[config.mk]
export PLATFORM = sky130hd
export DESIGN_NAME = rtc_calendar_core
export DESIGN_NICKNAME = d
export VERILOG_FILES = /design/src/rtc_prescaler.v /design/src/rtc_calendar_core.v
export VERILOG_INCLUDE_DIRS = /design/src
export SDC_FILE = /design/constraint.sdc
export NUM_CORES = 1
export LEC_CHECK = 0
export BUFFER_PORTS_ARGS = -buffer_cell sky130_fd_sc_hd__buf_2
export CELL_PAD_IN_SITES_DETAIL_PLACEMENT = 0
export CELL_PAD_IN_SITES_GLOBAL_PLACEMENT = 1
export CORE_ASPECT_RATIO = 0.9
export CORE_UTILIZATION = 38
export CTS_CLUSTER_DIAMETER = 100
export DETAILED_ROUTE_END_ITERATION = 10
export PLACE_DENSITY = 0.95
export SLEW_MARGIN = 20
export SYNTH_ARGS = -nofsm -noshare
export SYNTH_HDL_FRONTEND = slang
export SYNTH_SLANG_ARGS = --single-unit
[constraint.sdc]
create_clock -name CORE_CLK -period 5.9 [get_ports CORE_CLK]
set_clock_uncertainty 0.15 [all_clocks]
set_input_delay 0.59 -clock CORE_CLK [delete_from_list [all_inputs] [get_ports CORE_CLK]]
set_output_delay 0.59 -clock CORE_CLK [all_outputs]
set_load 0.01 [all_outputs]
[src/rtc_calendar_defs.vh]
// Constants for the calendar-mode real-time clock core.
// Assumes inclusion by bare name from the core and prescaler files.
`ifndef RTC_CALENDAR_DEFS_VH
`define RTC_CALENDAR_DEFS_VH

// ----------------------------------------------------------------
// Clock packing: sec[5:0] min[11:6] hour[16:12] day[21:17] mon[25:22] yr[31:26]
// ----------------------------------------------------------------
`define SEC_LSB 0
`define MIN_LSB 6
`define HOUR_LSB 12
`define DAY_LSB 17
`define MON_LSB 22
`define YEAR_LSB 26
`define PM_BIT 4

// ----------------------------------------------------------------
// Flag bit positions: [0] rollover, [1] compare, [2] alarm, [10:3] periods
// ----------------------------------------------------------------
`define FLAG_OVF 0
`define FLAG_CMP 1
`define FLAG_ALARM 2
`define FLAG_PER_LSB 3
`define FLAG_WIDTH 11

// ----------------------------------------------------------------
// Reset values and limits
// ----------------------------------------------------------------
`define CLOCK_RESET 32'h00420000
`define YEAR_TOP 6'h3F
`define MONTH_DEC 4'hC
`define DAY_FIRST 5'h01
`define MONTH_FIRST 4'h1
`define DIV_OFF 4'h0
`define DIV_MAX 4'hA

`endif

[src/rtc_prescaler.v]
// Prescaler producing the counter clock tick and period ticks.
// Assumes the source clock tick arrives as a one-cycle enable pulse.
`timescale 1ns/1ns
`default_nettype none
`include "rtc_calendar_defs.vh"

module rtc_prescaler (
  // Clock and reset
  input wire CORE_CLK,
  input wire RESET_N,
  // Control
  input wire [3:0] DIV_SEL,
  input wire SRC_TICK,
  // Ticks
  output reg CNT_TICK,
  output reg [7:0] PER_TICK
);

  reg [8:0] div_reg;
  wire [8:0] div_next = div_reg + 9'h001;
  wire [8:0] div_mask;

  // Divide by two to the power of (select - 1) for select 2 to 10; off, 1 and above 10 divide by one
  assign div_mask = (DIV_SEL <= `DIV_MAX && DIV_SEL > 4'h1) ?
                    ((9'h001 << (DIV_SEL - 4'h1)) - 9'h001) : 9'h000;

  always @(posedge CORE_CLK or negedge RESET_N) begin
    if (!RESET_N) begin
      div_reg <= 9'h000;
      CNT_TICK <= 1'b0;
      PER_TICK <= 8'h00;
    end else begin
      CNT_TICK <= SRC_TICK && ((div_reg & div_mask) == div_mask);
      if (SRC_TICK) begin
        div_reg <= div_next;
      end
      // Rising edge of each upper prescaler bit; nothing when off
      PER_TICK <= (SRC_TICK && DIV_SEL != `DIV_OFF) ?
                  (~div_reg[8:1] & div_next[8:1]) : 8'h00;
    end
  end

endmodule
`default_nettype wire

[src/rtc_calendar_core.v]
// Calendar-mode real-time clock core with alarm, compare and flag logic.
// Assumes software drives the control ports and pulses the write strobes.
//
// What this block does
// - Hours count in 12-hour or 24-hour form per the format select.
// - Format select only loads while the block is disabled.
// - Day of month starts at 1.
// - Month numbering starts at 1 for January through 12.
// - Year offset spans 0x00 to 0x3F from a leap reference year.
// - After year 0x3F Dec 31 23:59:59 wrap to year 0 Jan 1 00:00:00.
// - The full calendar wrap sets the rollover flag.
// - Current clock is compared against the 32-bit alarm value each count.
// - Alarm flag sets on the next counter clock tick after a match.
// - Mask select chooses which fields take part in the alarm match.
// - Clear-on-match resets the clock on the counter cycle after a match.
// - With clear-on-match, alarm and rollover flags set together.
// - Period flags set when their prescaler bit rises from 0 to 1.
// - Compare flag sets on the next counter clock tick after the counter equals the compare value.
// - Every source has its own flag set by its condition.
// - Enable-set writes of 1 enable, enable-clear writes of 1 disable.
// - Request is high while a flag is set and enabled.
// - Request holds until flag cleared, enable removed or reset.
// - All enabled requests are ORed onto one output.
// - Divider select: off and 1 divide by 1, up to 512.
// - Divider off gives no period events or flags.
`timescale 1ns/1ns
`default_nettype none
`include "rtc_calendar_defs.vh"

module rtc_calendar_core #(
  parameter FLAGS = `FLAG_WIDTH
) (
  // Clock and reset
  input wire CORE_CLK,
  input wire RESET_N,
  // Control
  input wire ENABLE,
  input wire HOUR_FORMAT_SELECT,
  input wire CLEAR_ON_ALARM_MATCH,
  input wire [3:0] DIV_SEL,
  input wire RTC_SOURCE_CLOCK_TICK,
  // Alarm and compare
  input wire [31:0] ALARM_COMPARE_VALUE,
  input wire [2:0] ALARM_MASK_SELECT,
  input wire [31:0] COMPARE_VALUE,
  // Clock load
  input wire CLOCK_WRITE,
  input wire [31:0] CLOCK_WDATA,
  // Interrupt control
  input wire [FLAGS-1:0] IRQ_ENABLE_SET,
  input wire [FLAGS-1:0] IRQ_ENABLE_CLEAR,
  input wire [FLAGS-1:0] FLAG_CLEAR,
  // Status
  output reg [31:0] CLOCK_VALUE,
  output reg [FLAGS-1:0] INTERRUPT_FLAGS,
  output reg [FLAGS-1:0] IRQ_ENABLES,
  output reg HOUR_FORMAT,
  output wire COUNTER_CLOCK_TICK,
  output wire [7:0] PERIOD_TICK_N,
  output wire IRQ
);

  // ----------------------------------------------------------------
  // Prescaler
  // ----------------------------------------------------------------
  wire cnt_tick;
  wire [7:0] per_tick;

  rtc_prescaler u_prescaler (
    .CORE_CLK(CORE_CLK),
    .RESET_N(RESET_N),
    .DIV_SEL(DIV_SEL),
    .SRC_TICK(RTC_SOURCE_CLOCK_TICK && ENABLE),
    .CNT_TICK(cnt_tick),
    .PER_TICK(per_tick)
  );

  assign COUNTER_CLOCK_TICK = cnt_tick;
  assign PERIOD_TICK_N = per_tick;

  // ----------------------------------------------------------------
  // Calendar helpers
  // ----------------------------------------------------------------
  function [4:0] days_in_month;
    input [3:0] mon;
    input [5:0] yr;
    begin
      case (mon)
        4'h2: days_in_month = (yr[1:0] == 2'b00) ? 5'h1D : 5'h1C;
        4'h4, 4'h6, 4'h9, 4'hB: days_in_month = 5'h1E;
        default: days_in_month = 5'h1F;
      endcase
    end
  endfunction

  // Mask select N compares the N lowest fields; 6 and above compare all
  function [31:0] alarm_mask;
    input [2:0 ] sel;
    begin
      case (sel)
        3'h0: alarm_mask = 32'h00000000;
        3'h1: alarm_mask = 32'h0000003F;
        3'h2: alarm_mask = 32'h00000FFF;
        3'h3: alarm_mask = 32'h0001FFFF;
        3'h4: alarm_mask = 32'h003FFFFF;
        3'h5: alarm_mask = 32'h03FFFFFF;
        default: alarm_mask = 32'hFFFFFFFF;
      endcase
    end
  endfunction

  // Next hour with the day carry on top; 12-hour form runs 12, 1..11 with PM on top
  function [5:0] hour_step;
    input [4:0] hr;
    input twelve;
    begin
      if (twelve) begin
        if (hr[3:0] == 4'hB) begin
          hour_step = {hr[`PM_BIT], ~hr[`PM_BIT], 4'hC};
        end else if (hr[3:0] == 4'hC) begin
          hour_step = {1'b0, hr[`PM_BIT], 4'h1};
        end else begin
          hour_step = {1'b0, hr + 5'h01};
        end
      end else if (hr == 5'h17) begin
        hour_step = 6'h20;
      end else begin
        hour_step = {1'b0, hr + 5'h01};
      end
    end
  endfunction

  // ----------------------------------------------------------------
  // Format switch
  // ----------------------------------------------------------------
  // Hour field in the other form; without it a switch leaves an illegal hour
  function [4:0] hour_convert;
    input [4:0] hr;
    input to_twelve;
    begin
      if (to_twelve) begin
        if (hr == 5'h00) begin
          hour_convert = 5'h0C;
        end else if (hr < 5'h0C) begin
          hour_convert = hr;
        end else if (hr == 5'h0C) begin
          hour_convert = 5'h1C;
        end else begin
          hour_convert = {1'b1, hr[3:0] - 4'hC};
        end
      end else begin
        if (hr[3:0] == 4'hC) begin
          hour_convert = hr[`PM_BIT] ? 5'h0C : 5'h00;
        end else begin
          hour_convert = hr[`PM_BIT] ? ({1'b0, hr[3:0]} + 5'h0C) : {1'b0, hr[3:0]};
        end
      end
    end
  endfunction

  // ----------------------------------------------------------------
  // Clock increment
  // ----------------------------------------------------------------
  wire [5:0] sec = CLOCK_VALUE[`MIN_LSB-1:`SEC_LSB];
  wire [5:0] min = CLOCK_VALUE[`HOUR_LSB-1:`MIN_LSB];
  wire [4:0] hour = CLOCK_VALUE[`DAY_LSB-1:`HOUR_LSB];
  wire [4:0] day = CLOCK_VALUE[`MON_LSB-1:`DAY_LSB];
  wire [3:0] mon = CLOCK_VALUE[`YEAR_LSB-1:`MON_LSB];
  wire [5:0] yr = CLOCK_VALUE[31:`YEAR_LSB];

  reg [5:0] sec_next;
  reg [5:0] min_next;
  reg [4:0] hour_next;
  reg [4:0] day_next;
  reg [3:0] mon_next;
  reg [5:0] yr_next;
  reg day_carry;
  reg wrap;

  always @* begin
    sec_next = sec;
    min_next = min;
    hour_next = hour;
    day_next = day;
    mon_next = mon;
    yr_next = yr;
    day_carry = 1'b0;
    wrap = 1'b0;
    if (sec == 6'h3B) begin
      sec_next = 6'h00;
      if (min == 6'h3B) begin
        min_next = 6'h00;
        {day_carry, hour_next} = hour_step(hour, HOUR_FORMAT);
      end else begin
        min_next = min + 6'h01;
      end
    end else begin
      sec_next = sec + 6'h01;
    end
    if (day_carry) begin
      if (day >= days_in_month(mon, yr)) begin
        day_next = `DAY_FIRST;
        if (mon == `MONTH_DEC) begin
          mon_next = `MONTH_FIRST;
          yr_next = yr + 6'h01;
          wrap = (yr == `YEAR_TOP);
        end else begin
          mon_next = mon + 4'h1;
        end
      end else begin
        day_next = day + 5'h01;
      end
    end
  end

  // Zero time in either format: 12-hour midnight is 12 AM
  wire [4:0] hour_zero = HOUR_FORMAT ? 5'h0C : 5'h00;
  wire [31:0] clock_zero = {6'h00, `MONTH_FIRST, `DAY_FIRST, hour_zero, 12'h000};
  wire [31:0] clock_inc = {yr_next, mon_next, day_next, hour_next, min_next, sec_next};

  // ----------------------------------------------------------------
  // Match detection
  // ----------------------------------------------------------------
  wire [31:0] amask = alarm_mask(ALARM_MASK_SELECT);
  wire alarm_hit = ((CLOCK_VALUE ^ ALARM_COMPARE_VALUE) & amask) == 32'h00000000;
  wire cmp_hit = (CLOCK_VALUE == COMPARE_VALUE);
  wire [1:0] hit = {cmp_hit, alarm_hit};

  // ----------------------------------------------------------------
  // Match latching: bit 0 alarm, bit 1 compare
  // ----------------------------------------------------------------
  // Match seen on a count; the flag waits for the next counter tick
  reg [1:0] pend_reg;
  reg [1:0] seen_reg;
  wire [1:0] pend_next;
  wire [1:0] seen_next;
  wire restart = cnt_tick || CLOCK_WRITE;

  genvar m;
  generate
    for (m = 0; m < 2; m = m + 1) begin : g_match
      // Latch a match once per clock value so a held match flags once
      assign pend_next[m] = restart ? 1'b0 :
                            (pend_reg[m] | (ENABLE && hit[m] && !seen_reg[m]));
      assign seen_next[m] = restart ? 1'b0 : (seen_reg[m] | (ENABLE && hit[m]));
    end
  endgenerate

  // ----------------------------------------------------------------
  // Counter events
  // ----------------------------------------------------------------
  reg ovf_event;
  reg alarm_event;
  reg cmp_event;

  always @* begin
    ovf_event = 1'b0;
    alarm_event = 1'b0;
    cmp_event = 1'b0;
    if (cnt_tick) begin
      alarm_event = pend_reg[0];
      cmp_event = pend_reg[1];
      if (pend_reg[0] && CLEAR_ON_ALARM_MATCH) begin
        ovf_event = 1'b1;
      end else begin
        ovf_event = wrap;
      end
    end
  end

  // ----------------------------------------------------------------
  // Counter state
  // ----------------------------------------------------------------
  // A clock load wins over a tick in the same cycle
  always @(posedge CORE_CLK or negedge RESET_N) begin
    if (!RESET_N) begin
      CLOCK_VALUE <= `CLOCK_RESET;
      HOUR_FORMAT <= 1'b0;
      pend_reg <= 2'b00;
      seen_reg <= 2'b00;
    end else begin
      if (!ENABLE) begin
        HOUR_FORMAT <= HOUR_FORMAT_SELECT;
      end
      if (CLOCK_WRITE) begin
        CLOCK_VALUE <= CLOCK_WDATA;
      end else if (cnt_tick) begin
        if (pend_reg[0] && CLEAR_ON_ALARM_MATCH) begin
          CLOCK_VALUE <= clock_zero;
        end else begin
          CLOCK_VALUE <= clock_inc;
        end
      end else if (!ENABLE && HOUR_FORMAT_SELECT != HOUR_FORMAT) begin
        // Keep the time of day when the hour form is switched
        CLOCK_VALUE[`DAY_LSB-1:`HOUR_LSB] <= hour_convert(hour, HOUR_FORMAT_SELECT);
      end
      pend_reg <= pend_next;
      seen_reg <= seen_next;
    end
  end

  // ----------------------------------------------------------------
  // Flags and enables
  // ----------------------------------------------------------------
  wire [FLAGS-1:0] flag_set = {per_tick, alarm_event, cmp_event, ovf_event};
  wire [FLAGS-1:0] flags_next;
  wire [FLAGS-1:0] enables_next;

  // One next-state term per source, so each register keeps a single writer
  genvar g;
  generate
    for (g = 0; g < FLAGS; g = g + 1) begin : g_flag
      // A new event wins over a clear in the same cycle
      assign flags_next[g] = flag_set[g] ? 1'b1 :
                             (FLAG_CLEAR[g] ? 1'b0 : INTERRUPT_FLAGS[g]);
      assign enables_next[g] = IRQ_ENABLE_SET[g] ? 1'b1 :
                               (IRQ_ENABLE_CLEAR[g] ? 1'b0 : IRQ_ENABLES[g]);
    end
  endgenerate

  always @(posedge CORE_CLK or negedge RESET_N) begin
    if (!RESET_N) begin
      INTERRUPT_FLAGS <= {FLAGS{1'b0}};
      IRQ_ENABLES <= {FLAGS{1'b0}};
    end else begin
      INTERRUPT_FLAGS <= flags_next;
      IRQ_ENABLES <= enables_next;
    end
  end

  // ----------------------------------------------------------------
  // Combined request
  // ----------------------------------------------------------------
  // Level request, falls when flag or enable drops
  assign IRQ = |(INTERRUPT_FLAGS & IRQ_ENABLES);

endmodule
`default_nettype wire

==> results summary, run 1 <==
The worst-case register-to-register setup slack is 2.28 ns. Synthesis instantiated 48 different standard cells from the library. The cell type with the largest total area after synthesis is sky130_fd_sc_hd__dfrtp_1. By area the synthesized netlist is led by sky130_fd_sc_hd__dfrtp_1 (36%), sky130_fd_sc_hd__xnor2_1 (8.5%), sky130_fd_sc_hd__ha_1 (6.5%). VDD sags by at most ~0.16 mV.

The final reports fail on DRC. The share of power burned in registers is about 40%. The clock share of power is about 28%. The fraction of power spent switching nets is around two fifths.

The critical path goes through inv_1, ha_1, o21ai_0, o21ai_0, o21ai_0, ha_1, nand2b_1, a21oi_1, o21ai_0, nand4_2, a21o_1, a221o_1. The number of buffers added for setup after CTS came out at 0. The final instance area came out at ~0.0066 mm2. The number of cells produced by synthesis is 601. In this run the count of I/O pins placed on the die edge is ~210.

TritonCTS built the clock tree. The core region is about 0.013 mm2. After layout, the minimum clock period comes to 3.62 ns. The number of standard cells in the layout, taps in and fillers out came out at 960. Measured along the y axis, the die boundary spans approximately 110 um. In this run the critical register-to-register path is launched from CLOCK_VALUE[22]$_DFFE_PN1P_. The hold violation count in the final report is 0. The transition time at the pin with the least slew margin is 1.01 ns.

The row count came out at 40. The net switching power of the design is 767 uW. The root buffer cell is sky130_fd_sc_hd__clkbuf_16.

The final weighted congestion of routability-driven global placement is 0.915. The number of enable-type register cells in the synthesized netlist is 0. The data arrival time of the critical path is between 3 and 4 ns. Data on the critical path is required at its endpoint by 5.98 ns.

The number of port buffers is about 210. The pin count of the biggest net entering global routing came out at approximately 80. The max-capacitance violation count came out at 0. Dividing the synthesized area by the synthesized cell count gives between 8 and 9 um2.

The Yosys warning count is 0. The floorplan step defined a die boundary enclosing roughly 0.014 mm2. The post-synthesis net count is about 770. The area used by multi-input combinational logic is 0.00294 mm2.

The worst min-delay path category is in2async. Tracing the worst setup path back leads to its startpoint at CLOCK_VALUE[22]$_DFFE_PN1P_. The number of diodes came out at 0. The number of flip-flops under the largest register name came out at 32. Summing the sequential cell areas from Yosys gives 37.3% of the chip area. The power density of the placed cells came out at 306 mW/mm2. The netlist area before placement came out at roughly 0.0052 mm2. The fraction of power consumed by combinational cells came out at 32.3%. The post-cts gate resize count came out at 0. By startpoint and endpoint, the worst setup path is classified as reg2reg. STA classifies the critical path endpoint as a flip-flop.

The highest attainable clock frequency is 276 MHz. The first global-routing pass estimated around 26 mm of wire. The total iterations of the first detailed-routing run came out at 8. The register with the most flip-flops in the final layout is CLOCK_VALUE. The final routed DRC violation total came out at 12. Ranked by instance count, the synthesized netlist is headed by sky130_fd_sc_hd__dfrtp_1 (75), sky130_fd_sc_hd__o21ai_0 (61), sky130_fd_sc_hd__xnor2_1 (50). The post-route setup TNS came out at 0 ns. The clock net sink count is 77. The number of antenna violations at the first check in global routing is 0. The layout-stage area growth over the synthesis result is 27.4%. In the synthesized netlist the dominant register cell turns out to be sky130_fd_sc_hd__dfrtp_1. The power after layout came out at around 2000 uW. Setup repair after global routing left no endpoint under its margin.

The depth of the worst register-to-register path is 12. The initial cell density of the core came out at a little under 40%. Global routing used 23.5% of the available tracks across all layers. The count of H-tree levels built during CTS is 3. The standby leakage power is roughly 0.0032 uW. Counting flops with an async set or reset pin after synthesis yields a share of 100%.

The largest registers in the layout are CLOCK_VALUE x32, INTERRUPT_FLAGS x11, IRQ_ENABLES x11. The half-perimeter wire length of the detailed placement result came out at about 13 mm. Across the whole layout, storage elements account for slightly below 0.002 mm2. The worst-path cell with the longest stage delay is sky130_fd_sc_hd__o21ai_0. The internal power consumption came out at ~1200 uW. The number of max-slew violations in the final report was 0.

The layout net count came out at about 960. The worst slew margin relative to its limit came out at approximately 33%. After detailed routing, the average wire length per cell comes to 17.3 um. The number of routed nets with antenna violations came out at 0. Clock-pin slew was measured on the worst setup and hold paths at 0.07 ns.

The cell with the most instances after synthesis is sky130_fd_sc_hd__dfrtp_1. The CTS buffer count is 9. The total routed wirelength is around 17 mm.

The cts-stage hold buffer count came out at 0. The instance area at placement came out at 0.00630 mm2. The share of the synthesized area in the top cell type came out at a little over a third. The clock insertion delay at the later pin of the skew report came out at about 0.34 ns. The via count is about 5,200.

STA classifies the critical path startpoint as a flip-flop. Of all nets on the critical path, the largest fanout is 12. After layout, the worst path uses 61.4% of the clock period. The maximum count of clock buffers along a single path came out at 2. For this run, the share of the core covered by cells in the final layout is approximately half.

The violation count after the first detailed-route iteration is between 400 and 500. From left edge to right edge, the die measures 125 um. Setup violations remaining at the end of the flow were counted as 0. The peak per-stage delay on the critical path is 0.70 ns. Counting stages on the worst path, the most repeated cell is sky130_fd_sc_hd__o21ai_0. Counting tap cells, the placed design contains a total of roughly 950 instances. The register bit count reported by yosys came out at 77. The proportion of layout cells with a drive suffix above 1 is 28.7%.

The run finished, with violations left. The number of global-route vias before repair came out at 4,742. For this run the aggregate overflow at the end of global routing stands at 0.

The number of filler instances in the final layout came out at between 1,000 and 1,500. The endpoint identified for the worst register-to-register timing path is CLOCK_VALUE[31]$_DFFE_PN0P_. The critical path ends at CLOCK_VALUE[31]$_DFFE_PN0P_. The average vias per placed instance came out at 5.38.
power groups by stage:
stage | logic (uW) | clock network, uW | registers [uW]
after floorplan | 446 | 0 | 745
after global placement | 634 | 0 | 813
after detailed placement | 638 | 0 | 816
after CTS | 645 | 561 | 807
after global routing | 726 | 584 | 827
final | 650 | 553 | 810
worst min path at each step:
stage | from | endpoint | slack, ns | depth (start not counted)
floorplan | RESET_N | CLOCK_VALUE[0]$_DFFE_PN0N_ | 0.14 | 0
finish | RESET_N | u_prescaler.div_reg[1]$_DFFE_PN0P_ | 0.26 | 1
global placement | u_prescaler.PER_TICK[0]$_DFF_PN0_ | INTERRUPT_FLAGS[3]$_DFFE_PN0P_ | 0.28 | 1
global route | IRQ_ENABLE_SET[1] | IRQ_ENABLES[1]$_DFFE_PN0P_ | 0.27 | 2
CTS | IRQ_ENABLE_SET[7] | IRQ_ENABLES[7]$_DFFE_PN0P_ | 0.27 | 2
detailed placement | seen_reg[0]$_DFF_PN0_ | pend_reg[0]$_DFF_PN0_ | 0.29 | 1
layout by cell type (no fill, tap or decap), drive strengths merged, types with 11 or more instances in the layout:
master  count
dfrtp      75
nand2      42
nor2       34
nand4      14
a21oi      32
and2       11
a21o       22
o21ai      61
buf       207
inv        49
nor3       13
and3       12
xor2       21
nand3      19
xnor2      50
ha         27
cells by family (layout without fill, tap and decap cells):
family          Yosys count  in the layout  share of synthesized area, %
simple gates            176            176                          17.4
mux                       1              1                         0.218
flops                    77             77                          37.3
compound gates          170            170                          20.7
xor+xnor                 71             71                          12.0
fa+ha+maj                27             27                          6.53
buf+inv                  79            270                          5.88
metrics by stage:
stage	setup WS (ns)	hold slack, ns
6_report	2.28	0.258
5_1_grt	2.16	0.274
4_1_cts	2.41	0.274
3_3_place_gp	2.53	0.280
3_5_place_dp	2.40	0.291
2_1_floorplan	3.04	0.144
cell type report:
type	count	area share, %
timing repair buffer	207	15.8
tap	168	3.19
inverter	48	2.74
sequential	77	29.3
clock inverter	5	0.931
clock buffer	10	3.48
multi-input combinational	445	44.6
worst max-delay path, delay by kind of cell (launching register included):
kind                     cells  cell delay, ns
AO/OA/AOI/OAI                7            1.74
adder cells (fa/ha/maj)      2            0.36
buffers and inverters        1            0.10
flip-flops                   1            0.62
AND/OR/NAND/NOR              2            0.54
layer usage:
layer	share of wire (%)	global-route usage [%]	wire length [um]
met1	47	34.4	7760
met2	43	34.7	7190
met3	7.9	4.43	1300
met4	1.9	7.97	311
met5	0	0	0
Power figures use the tool's default switching activity.
==> run 2: changes to the inputs <==
--- a/config.mk
+++ b/config.mk
@@ -10,10 +10,10 @@
 export CELL_PAD_IN_SITES_DETAIL_PLACEMENT = 0
 export CELL_PAD_IN_SITES_GLOBAL_PLACEMENT = 1
 export CORE_ASPECT_RATIO = 0.9
-export CORE_UTILIZATION = 38
+export CORE_UTILIZATION = 32
 export CTS_CLUSTER_DIAMETER = 100
 export DETAILED_ROUTE_END_ITERATION = 10
-export PLACE_DENSITY = 0.95
+export PLACE_DENSITY = 0.87
 export SLEW_MARGIN = 20
 export SYNTH_ARGS = -nofsm -noshare
 export SYNTH_HDL_FRONTEND = slang
==> constraint.sdc (replaced) <==
create_clock -name CORE_CLK -period 2.98 [get_ports CORE_CLK]
set_clock_uncertainty 0.15 [all_clocks]
set_input_delay 0.298 -clock CORE_CLK [delete_from_list [all_inputs] [get_ports CORE_CLK]]
set_output_delay 0.298 -clock CORE_CLK [all_outputs]
set_load 0.01 [all_outputs]
==> run 2 against run 1 <==
The run now ends clean. Critical path type unchanged. Utilization fell by 4.7 points. Power up 110%. Cell count up 7.6%. Worst setup slack got worse by 2.0 ns. Flip-flop and latch count did not move.
==> results summary, run 2 (same netlist as run 1, synthesis figures left out) <==
The hold violation count in the final report is 0 (unchanged). The share of power burned in registers is 36.3% (-3.9 points). The transition time at the pin with the least slew margin is 0.747 ns (-0.259 ns). The average vias per placed instance came out at 5.11 (-5.1%). The count of H-tree levels built during CTS came to 3 (unchanged). The number of antenna violations at the first check in global routing came out at 0 (unchanged). The library cells used most frequently in the layout, excluding fill and tap cells, are sky130_fd_sc_hd__buf_2 (206), sky130_fd_sc_hd__dfrtp_1 (75), sky130_fd_sc_hd__o21ai_0 (59), sky130_fd_sc_hd__xnor2_1 (50), sky130_fd_sc_hd__inv_1 (48).

The run finished with clean final reports. TritonCTS built the clock tree. The die extent in x is 136 um (+8.8%). The max-capacitance violation count is 0 (unchanged). The half-perimeter wire length of the detailed placement result is 13.8 mm (+8.3%). The I/O pin total came out at 208 (unchanged). The row count is 43 (+7.5%). The number of diodes is 0 (unchanged). The placeable core region is 0.0156 mm2 (+17%).

The total iterations of the first detailed-routing run was 5 (-3). The area growth from synthesis to layout is 35.0%. STA classifies the critical path endpoint as a flip-flop. Setup repair after global routing left no endpoint under its margin. The number of instances in the placed design is 1,002 (+6.0%). The total grt overflow came out at 0 (unchanged). The global-route wire length before repair was 27.2 mm (+5.0%). The pin count of the biggest net entering global routing came out at 78 (unchanged). The proportion of layout cells with a drive suffix above 1 came out at 30.7% (+2.0 points). The post-route setup TNS is 0 ns (unchanged). The class of the most critical setup path is reg2reg. The maximum count of clock buffers along a single path came out at 2 (unchanged). The net switching power of the design was 1560 uW (+100%).

The number of max-slew violations in the final report is 0 (unchanged). Leaving out fill and tap cells, the most frequent cell in the layout is sky130_fd_sc_hd__buf_2. The final routed DRC violation total is 0 (-12). The number of routed nets with antenna violations is 0 (unchanged). The instance area at placement is 0.00651 mm2 (+3.4%). The via count is 5,280 (+2.2%). The violation count after the first detailed-route iteration is 404 (-5.6%). The power density of the placed cells is 592 mW/mm2 (+94%). The final number of setup-violating endpoints is 0 (unchanged).

The number of standard cells in the layout, taps in and fillers out came out at 1,033 (+7.6%). The total routed wirelength was 17.9 mm (+8.2%). The fraction of power spent switching nets is 37.7% (-0.39 points). The clock share of power came to 27.4% (about the same). The number of port buffers came to 207 (unchanged). The peak supply drop is 0.281 mV (+81%). The layout net count came out at 996 (+4.0%). The global-route usage over all layers was 21.7% (-1.9 points). The number of filler instances in the final layout is 1,562 (+20%).

The clock net sink count is 77 (unchanged). The worst setup path is launched from a flip-flop. The top fanout value on the critical path is 10 (-2). The height of the chip is 123 um (+8.8%). The largest registers in the layout are CLOCK_VALUE x32, INTERRUPT_FLAGS x11, IRQ_ENABLES x11. The highest attainable clock frequency is 372 MHz (+35%). The internal power consumption came out at 2570 uW (+110%).

The root buffer cell is sky130_fd_sc_hd__clkbuf_16. The wire length per cell after detailed routing is 17.3 um (+0.58%). The worst slew margin relative to its limit came out at 50.2% (+18 points). The CTS buffer count is 9 (unchanged).

The die footprint is 0.0167 mm2 (+18%). The final instance area came out at 0.00698 mm2 (+6.0%). The data arrival time of the critical path is 2.77 ns (-0.93 ns).

The required time at the endpoint of the critical path came out at 3.06 ns (-2.92 ns). The clock insertion delay at the later pin of the skew report came out at 0.35 ns (about the same). The initial cell density of the core is 33.2% (-5.7 points). More flip-flops sit in one register than any other, and that register is CLOCK_VALUE. The standby leakage power came out at 0.00344 uW (+6.2%). The post-route clock period utilization is 90.1% (+29 points). The final period demand of the worst path came out at 2.69 ns (-0.939 ns).

The final weighted congestion of routability-driven global placement is 0.897 (-2.0%). The number of flip-flops under the largest register name came to 32 (unchanged). The register clock-pin slew on the reported worst setup and hold paths is 0.06 ns (about the same). The fraction of power consumed by combinational cells came out at 36.3% (+4.0 points). The number of global-route vias before repair came to 4,919 (+3.7%). The path class of the tightest hold or removal check is in2reg.
[run 2: through the flow]
| stage | total power (uW) | utilization, % | setup WS (ns) | hold slack [ns] |
|---|---|---|---|---|
| after global placement | 2950 | 41.7 | 0.217 | 0.283 |
| after detailed placement | 2960 | 41.7 | 0.149 | 0.291 |
| after global routing | 4400 | 44.7 | 0.0347 | 0.0285 |
| after floorplan | 2360 | - | 0.120 | -0.148 |
| after CTS | 4130 | 44.6 | 0.119 | 0.0249 |
| final | 4130 | 44.7 | 0.294 | 0.0327 |
[run 2: worst max-delay path, stage by stage, from the launching register on]
cell and delay, ns:
sky130_fd_sc_hd__dfstp_2 0.56, sky130_fd_sc_hd__inv_1 0.08, sky130_fd_sc_hd__ha_1 0.21, sky130_fd_sc_hd__o21ai_1 0.12, sky130_fd_sc_hd__o21ai_0 0.08, sky130_fd_sc_hd__o21ai_0 0.17
sky130_fd_sc_hd__ha_1 0.14, sky130_fd_sc_hd__nand2b_1 0.12, sky130_fd_sc_hd__a21oi_2 0.08, sky130_fd_sc_hd__o21ai_2 0.20, sky130_fd_sc_hd__nand4_2 0.15, sky130_fd_sc_hd__buf_4 0.22
sky130_fd_sc_hd__a211oi_1 0.22, sky130_fd_sc_hd__a21oi_1 0.06
[run 2: timing repair]
| item | CTS | global route |
|---|---|---|
| resized for setup | 0 | 5 |
| endpoints found under the hold margin | 14 | 75 |
| hold buffers | 14 | 1 |
| setup buffers | 0 | 0 |
| setup endpoints to repair | 0 | 14 |
[run 2: power groups by stage]
stage          clock, uW  sequential (uW)  combinational [uW]
2_1_floorplan          0             1480                 882
3_3_place_gp           0             1510                1440
3_5_place_dp           0             1510                1450
4_1_cts             1160             1490                1480
5_1_grt             1200             1530                1680
6_report            1130             1500                1500
[run 2: path summary, 6_finish.rpt]
path	start	end	slack [ns]	depth (start not counted)
setup / recovery	CLOCK_VALUE[22]$_DFFE_PN1P_	CLOCK_VALUE[27]$_DFFE_PN0P_	0.29	13
hold / removal	CLOCK_WDATA[5]	CLOCK_VALUE[5]$_DFFE_PN0N_	0.03	2
setup reg to reg	CLOCK_VALUE[22]$_DFFE_PN1P_	CLOCK_VALUE[27]$_DFFE_PN0P_	0.29	13
hold reg to reg	u_prescaler.PER_TICK[3]$_DFF_PN0_	INTERRUPT_FLAGS[6]$_DFFE_PN0P_	0.30	1
max in group asynchronous	RESET_N	HOUR_FORMAT$_DFFE_PN0N_	1.76	2
min in group asynchronous	RESET_N	u_prescaler.div_reg[1]$_DFFE_PN0P_	0.40	2
[run 2: cell type report]
class / instances / area (um2) / share of cell area (%)
clock inverters: 6 / 62.6 / 0.896
repair buffers: 245 / 1370 / 19.6
clock buffers: 10 / 239 / 3.42
flip-flops and latches: 77 / 1930 / 27.6
well taps: 202 / 253 / 3.62
inverters: 48 / 180 / 2.58
multi-input cells: 445 / 2950 / 42.3
[run 2: per-layer routing]
layer	wire length [um]	track usage, %	vias up
li1	-	-	2576
met1	8320	31.1	2471
met2	8050	32.6	209
met3	1230	4.30	24
met4	323	6.74	0
met5	0	0	-
==> run 3: changes to the inputs <==
==> constraint.sdc (replaced) <==
create_clock -name CORE_CLK -period 2.4 [get_ports CORE_CLK]
set_clock_uncertainty 0.15 [all_clocks]
set_input_delay 0.24 -clock CORE_CLK [delete_from_list [all_inputs] [get_ports CORE_CLK]]
set_output_delay 0.24 -clock CORE_CLK [all_outputs]
set_load 0.01 [all_outputs]
==> run 3 against run 2 <==
The flow now finishes with violations (setup timing). Combinational power up 55%. Largest cell class unchanged. Fmax up 2.2%. Sequential share of layout area fell by 2.2 points. Die area did not move. Global-route usage grew 0.67 points. Sequential power grew 20%. Critical path depth decreased by 2. Critical endpoint is now CLOCK_VALUE[31]$_DFFE_PN0P_. Hold slack got worse by 0.027 ns.
==> results summary, run 3 (same netlist as run 1, synthesis figures left out) <==
The CTS buffer count is 9 (unchanged). The global-route wire length before repair is 28.3 mm (+4.3%). The final instance area is 0.00760 mm2 (+8.9%). The largest registers in the layout are CLOCK_VALUE x32, INTERRUPT_FLAGS x11, IRQ_ENABLES x11. The net switching power of the design came to 2050 uW (+32%). The via count came to 5,491 (+4.0%). The number of routed nets with antenna violations came out at 0 (unchanged). The layer flagged by global routing as most heavily used is met2. The worst setup path is captured at a flip-flop. The max-capacitance violation count is 0 (unchanged). The final weighted congestion of routability-driven global placement came out at 0.859 (-4.2%). The highest attainable clock frequency was 380 MHz (+2.2%). The standby leakage power came out at 0.00373 uW (+8.3%). The number of port buffers is 207 (unchanged). The wire length per cell after detailed routing came out at 17.1 um (-1.6%). In the layout the commonest cells are sky130_fd_sc_hd__buf_2 (206), sky130_fd_sc_hd__dfrtp_1 (72), sky130_fd_sc_hd__buf_4 (65), sky130_fd_sc_hd__xnor2_1 (49). The fraction of power consumed by combinational cells was 41.8% (+5.5 points). The layout net count is 1,046 (+5.0%). The utilization of the core after routing is 48.7% (+4.0 points). The transition time at the pin with the least slew margin was 0.507 ns (-0.240 ns). The initial cell density of the core was 33.2% (unchanged).

The row count came out at 43 (unchanged). The clock net sink count is 77 (unchanged). The height of the chip is 123 um (unchanged). The top fanout value on the critical path is 5 (-5). Leaving out fill and tap cells, the most frequent cell in the layout is sky130_fd_sc_hd__buf_2. The proportion of layout cells with a drive suffix above 1 came out at 37.7% (+7.0 points). The number of antenna violations at the first check in global routing is 0 (unchanged). The hold violation count in the final report was 0 (unchanged).

The storage element area came out at 0.00193 mm2 (+0.19%). The average vias per placed instance came to 5.07 (-0.81%). The number of flip-flops under the largest register name came to 32 (unchanged).

The final period demand of the worst path came out at 2.63 ns (-0.0574 ns). The required time at the endpoint of the critical path is 2.47 ns (-0.59 ns). STA classifies the critical path startpoint as a flip-flop.

The final routed DRC violation total is 0 (unchanged). The post-route clock period utilization came out at 110% (+19 points). The total iterations of the first detailed-routing run came out at 4 (-1). The met3 routing resource usage after global routing is 3.88% (-0.41 points). The placeable core region was 0.0156 mm2 (unchanged). The number of max-slew violations in the final report came out at 0 (unchanged). The die extent in x is 136 um (unchanged). The peak supply drop came out at 0.303 mV (+7.7%).

The checks that failed: setup timing. The worst slew margin relative to its limit is 66.2% (+16 points). The total grt overflow is 0 (unchanged). The area used by multi-input combinational logic is 0.00314 mm2 (+6.4%). Setup repair after global routing could not meet its margin everywhere. The data arrival time of the critical path is 2.69 ns (-0.08 ns). The fraction of power spent switching nets is 36.8% (-0.94 points). The count of H-tree levels built during CTS is 3 (unchanged).

The instance area at placement came out at 0.00685 mm2 (+5.1%). The final number of setup-violating endpoints is 17 (+17). In this run the clock root is driven by a sky130_fd_sc_hd__clkbuf_16. The global-route usage over all layers came to 22.3% (+0.67 points). The layout-stage area growth over the synthesis result is 46.9%. The number of diodes came to 0 (unchanged). The I/O pin total was 208 (unchanged). The violation count after the first detailed-route iteration is 362 (-10%).

The worst hold path belongs to the class in2reg. The share of power burned in registers is 32.2% (-4.1 points). The half-perimeter wire length of the detailed placement result is 14.4 mm (+4.0%). The maximum count of clock buffers along a single path came out at 2 (unchanged). The met1 capacity usage during global routing came out at 32.4% (+1.3 points). TritonCTS built the clock tree. The total routed wirelength is 18.5 mm (+3.2%).

The power density of the placed cells is 734 mW/mm2 (+24%). The class of the most critical setup path is reg2reg. The flow ran to the end, but the final reports show violations. The number of filler instances in the final layout came out at 1,510 (-3.3%). The pin count of the biggest net entering global routing is 41 (-47%). The register with the most flip-flops in the final layout is CLOCK_VALUE.

The register clock-pin slew on the reported worst setup and hold paths came out at 0.06 ns (about the same). The clock share of power is 26.1% (-1.3 points). The number of global-route vias before repair is 5,196 (+5.6%). The internal power consumption came out at 3530 uW (+37%).

The met2 routing resource usage after global routing is 34.4% (+1.9 points). The worst path setup slack after routing came to -0.229 ns (-0.523 ns). The clock insertion delay at the later pin of the skew report is 0.33 ns (-0.02 ns). The die footprint is 0.0167 mm2 (unchanged).
[run 3: final timing paths]
check | start | endpoint | slack, ns | depth (start not counted)
min | CLOCK_WDATA[0] | CLOCK_VALUE[0]$_DFFE_PN0N_ | 0.005 | 3
min reg2reg | u_prescaler.PER_TICK[6]$_DFF_PN0_ | INTERRUPT_FLAGS[9]$_DFFE_PN0P_ | 0.30 | 1
min in group asynchronous | RESET_N | CLOCK_VALUE[1]$_DFFE_PN0N_ | 0.28 | 2
max reg2reg | CLOCK_VALUE[22]$_DFFE_PN1P_ | CLOCK_VALUE[31]$_DFFE_PN0P_ | -0.23 | 11
max in group asynchronous | RESET_N | CLOCK_VALUE[22]$_DFFE_PN1P_ | 1.16 | 3
max | CLOCK_VALUE[22]$_DFFE_PN1P_ | CLOCK_VALUE[31]$_DFFE_PN0P_ | -0.23 | 11
[run 3: layer usage]
layer	share of wire, %	vias to the layer above
met5	0	-
met3	6.7	15
li1	-	2665
met2	47	203
met4	1.1	0
met1	45	2608
[run 3: power by group through the flow]
stage | clock network, uW | registers [uW] | logic, uW
2_1_floorplan | 0 | 1840 | 1120
3_3_place_gp | 0 | 1800 | 2090
3_5_place_dp | 0 | 1800 | 2100
4_1_cts | 1490 | 1790 | 2260
5_1_grt | 1540 | 1830 | 2570
6_report | 1450 | 1800 | 2330
[run 3: final cells by class]
type,count,area share [%]
repair buffers,295,23.3
inverters,48,2.40
well taps,202,3.33
clock buffers,10,3.01
clock inverters,6,1.14
multi-input cells,445,41.3
flip-flops and latches,77,25.4
[run 3: critical path, cell delays in order, from the launching register on]
cell                       delay [ns]
sky130_fd_sc_hd__dfstp_2         0.63
sky130_fd_sc_hd__ha_1            0.19
sky130_fd_sc_hd__nor2_1          0.04
sky130_fd_sc_hd__o21ai_1         0.14
sky130_fd_sc_hd__o21ai_2         0.09
sky130_fd_sc_hd__ha_1            0.29
sky130_fd_sc_hd__nand2b_4        0.12
sky130_fd_sc_hd__a21oi_4         0.06
sky130_fd_sc_hd__o21ai_4         0.19
sky130_fd_sc_hd__nand4_4         0.14
sky130_fd_sc_hd__a21o_1          0.18
sky130_fd_sc_hd__a221o_1         0.28
[run 3: timing repair]
| item | 4_1_cts | 5_1_grt |
|---|---|---|
| gates resized for setup | 31 | 19 |
| hold endpoints to repair | 53 | 1 |
| hold buffers | 18 | 1 |
| buffers inserted | 6 | 1 |
| pin swaps | 18 | 6 |
| setup endpoints to repair | 19 | 25 |
[run 3: metrics by stage]
step,instances,hold slack [ns],power (uW),setup TNS (ns),setup slack (ns)
after global placement,1041,0.0990,3880,-1.34,-0.143
final,1083,0.00528,5580,-2.42,-0.229
after detailed placement,1041,0.0967,3910,-2.62,-0.232
after floorplan,601,-0.206,2950,-0.590,-0.101
after global routing,1083,0.0133,5940,-3.91,-0.293
after CTS,1081,0.000777,5530,-2.29,-0.237
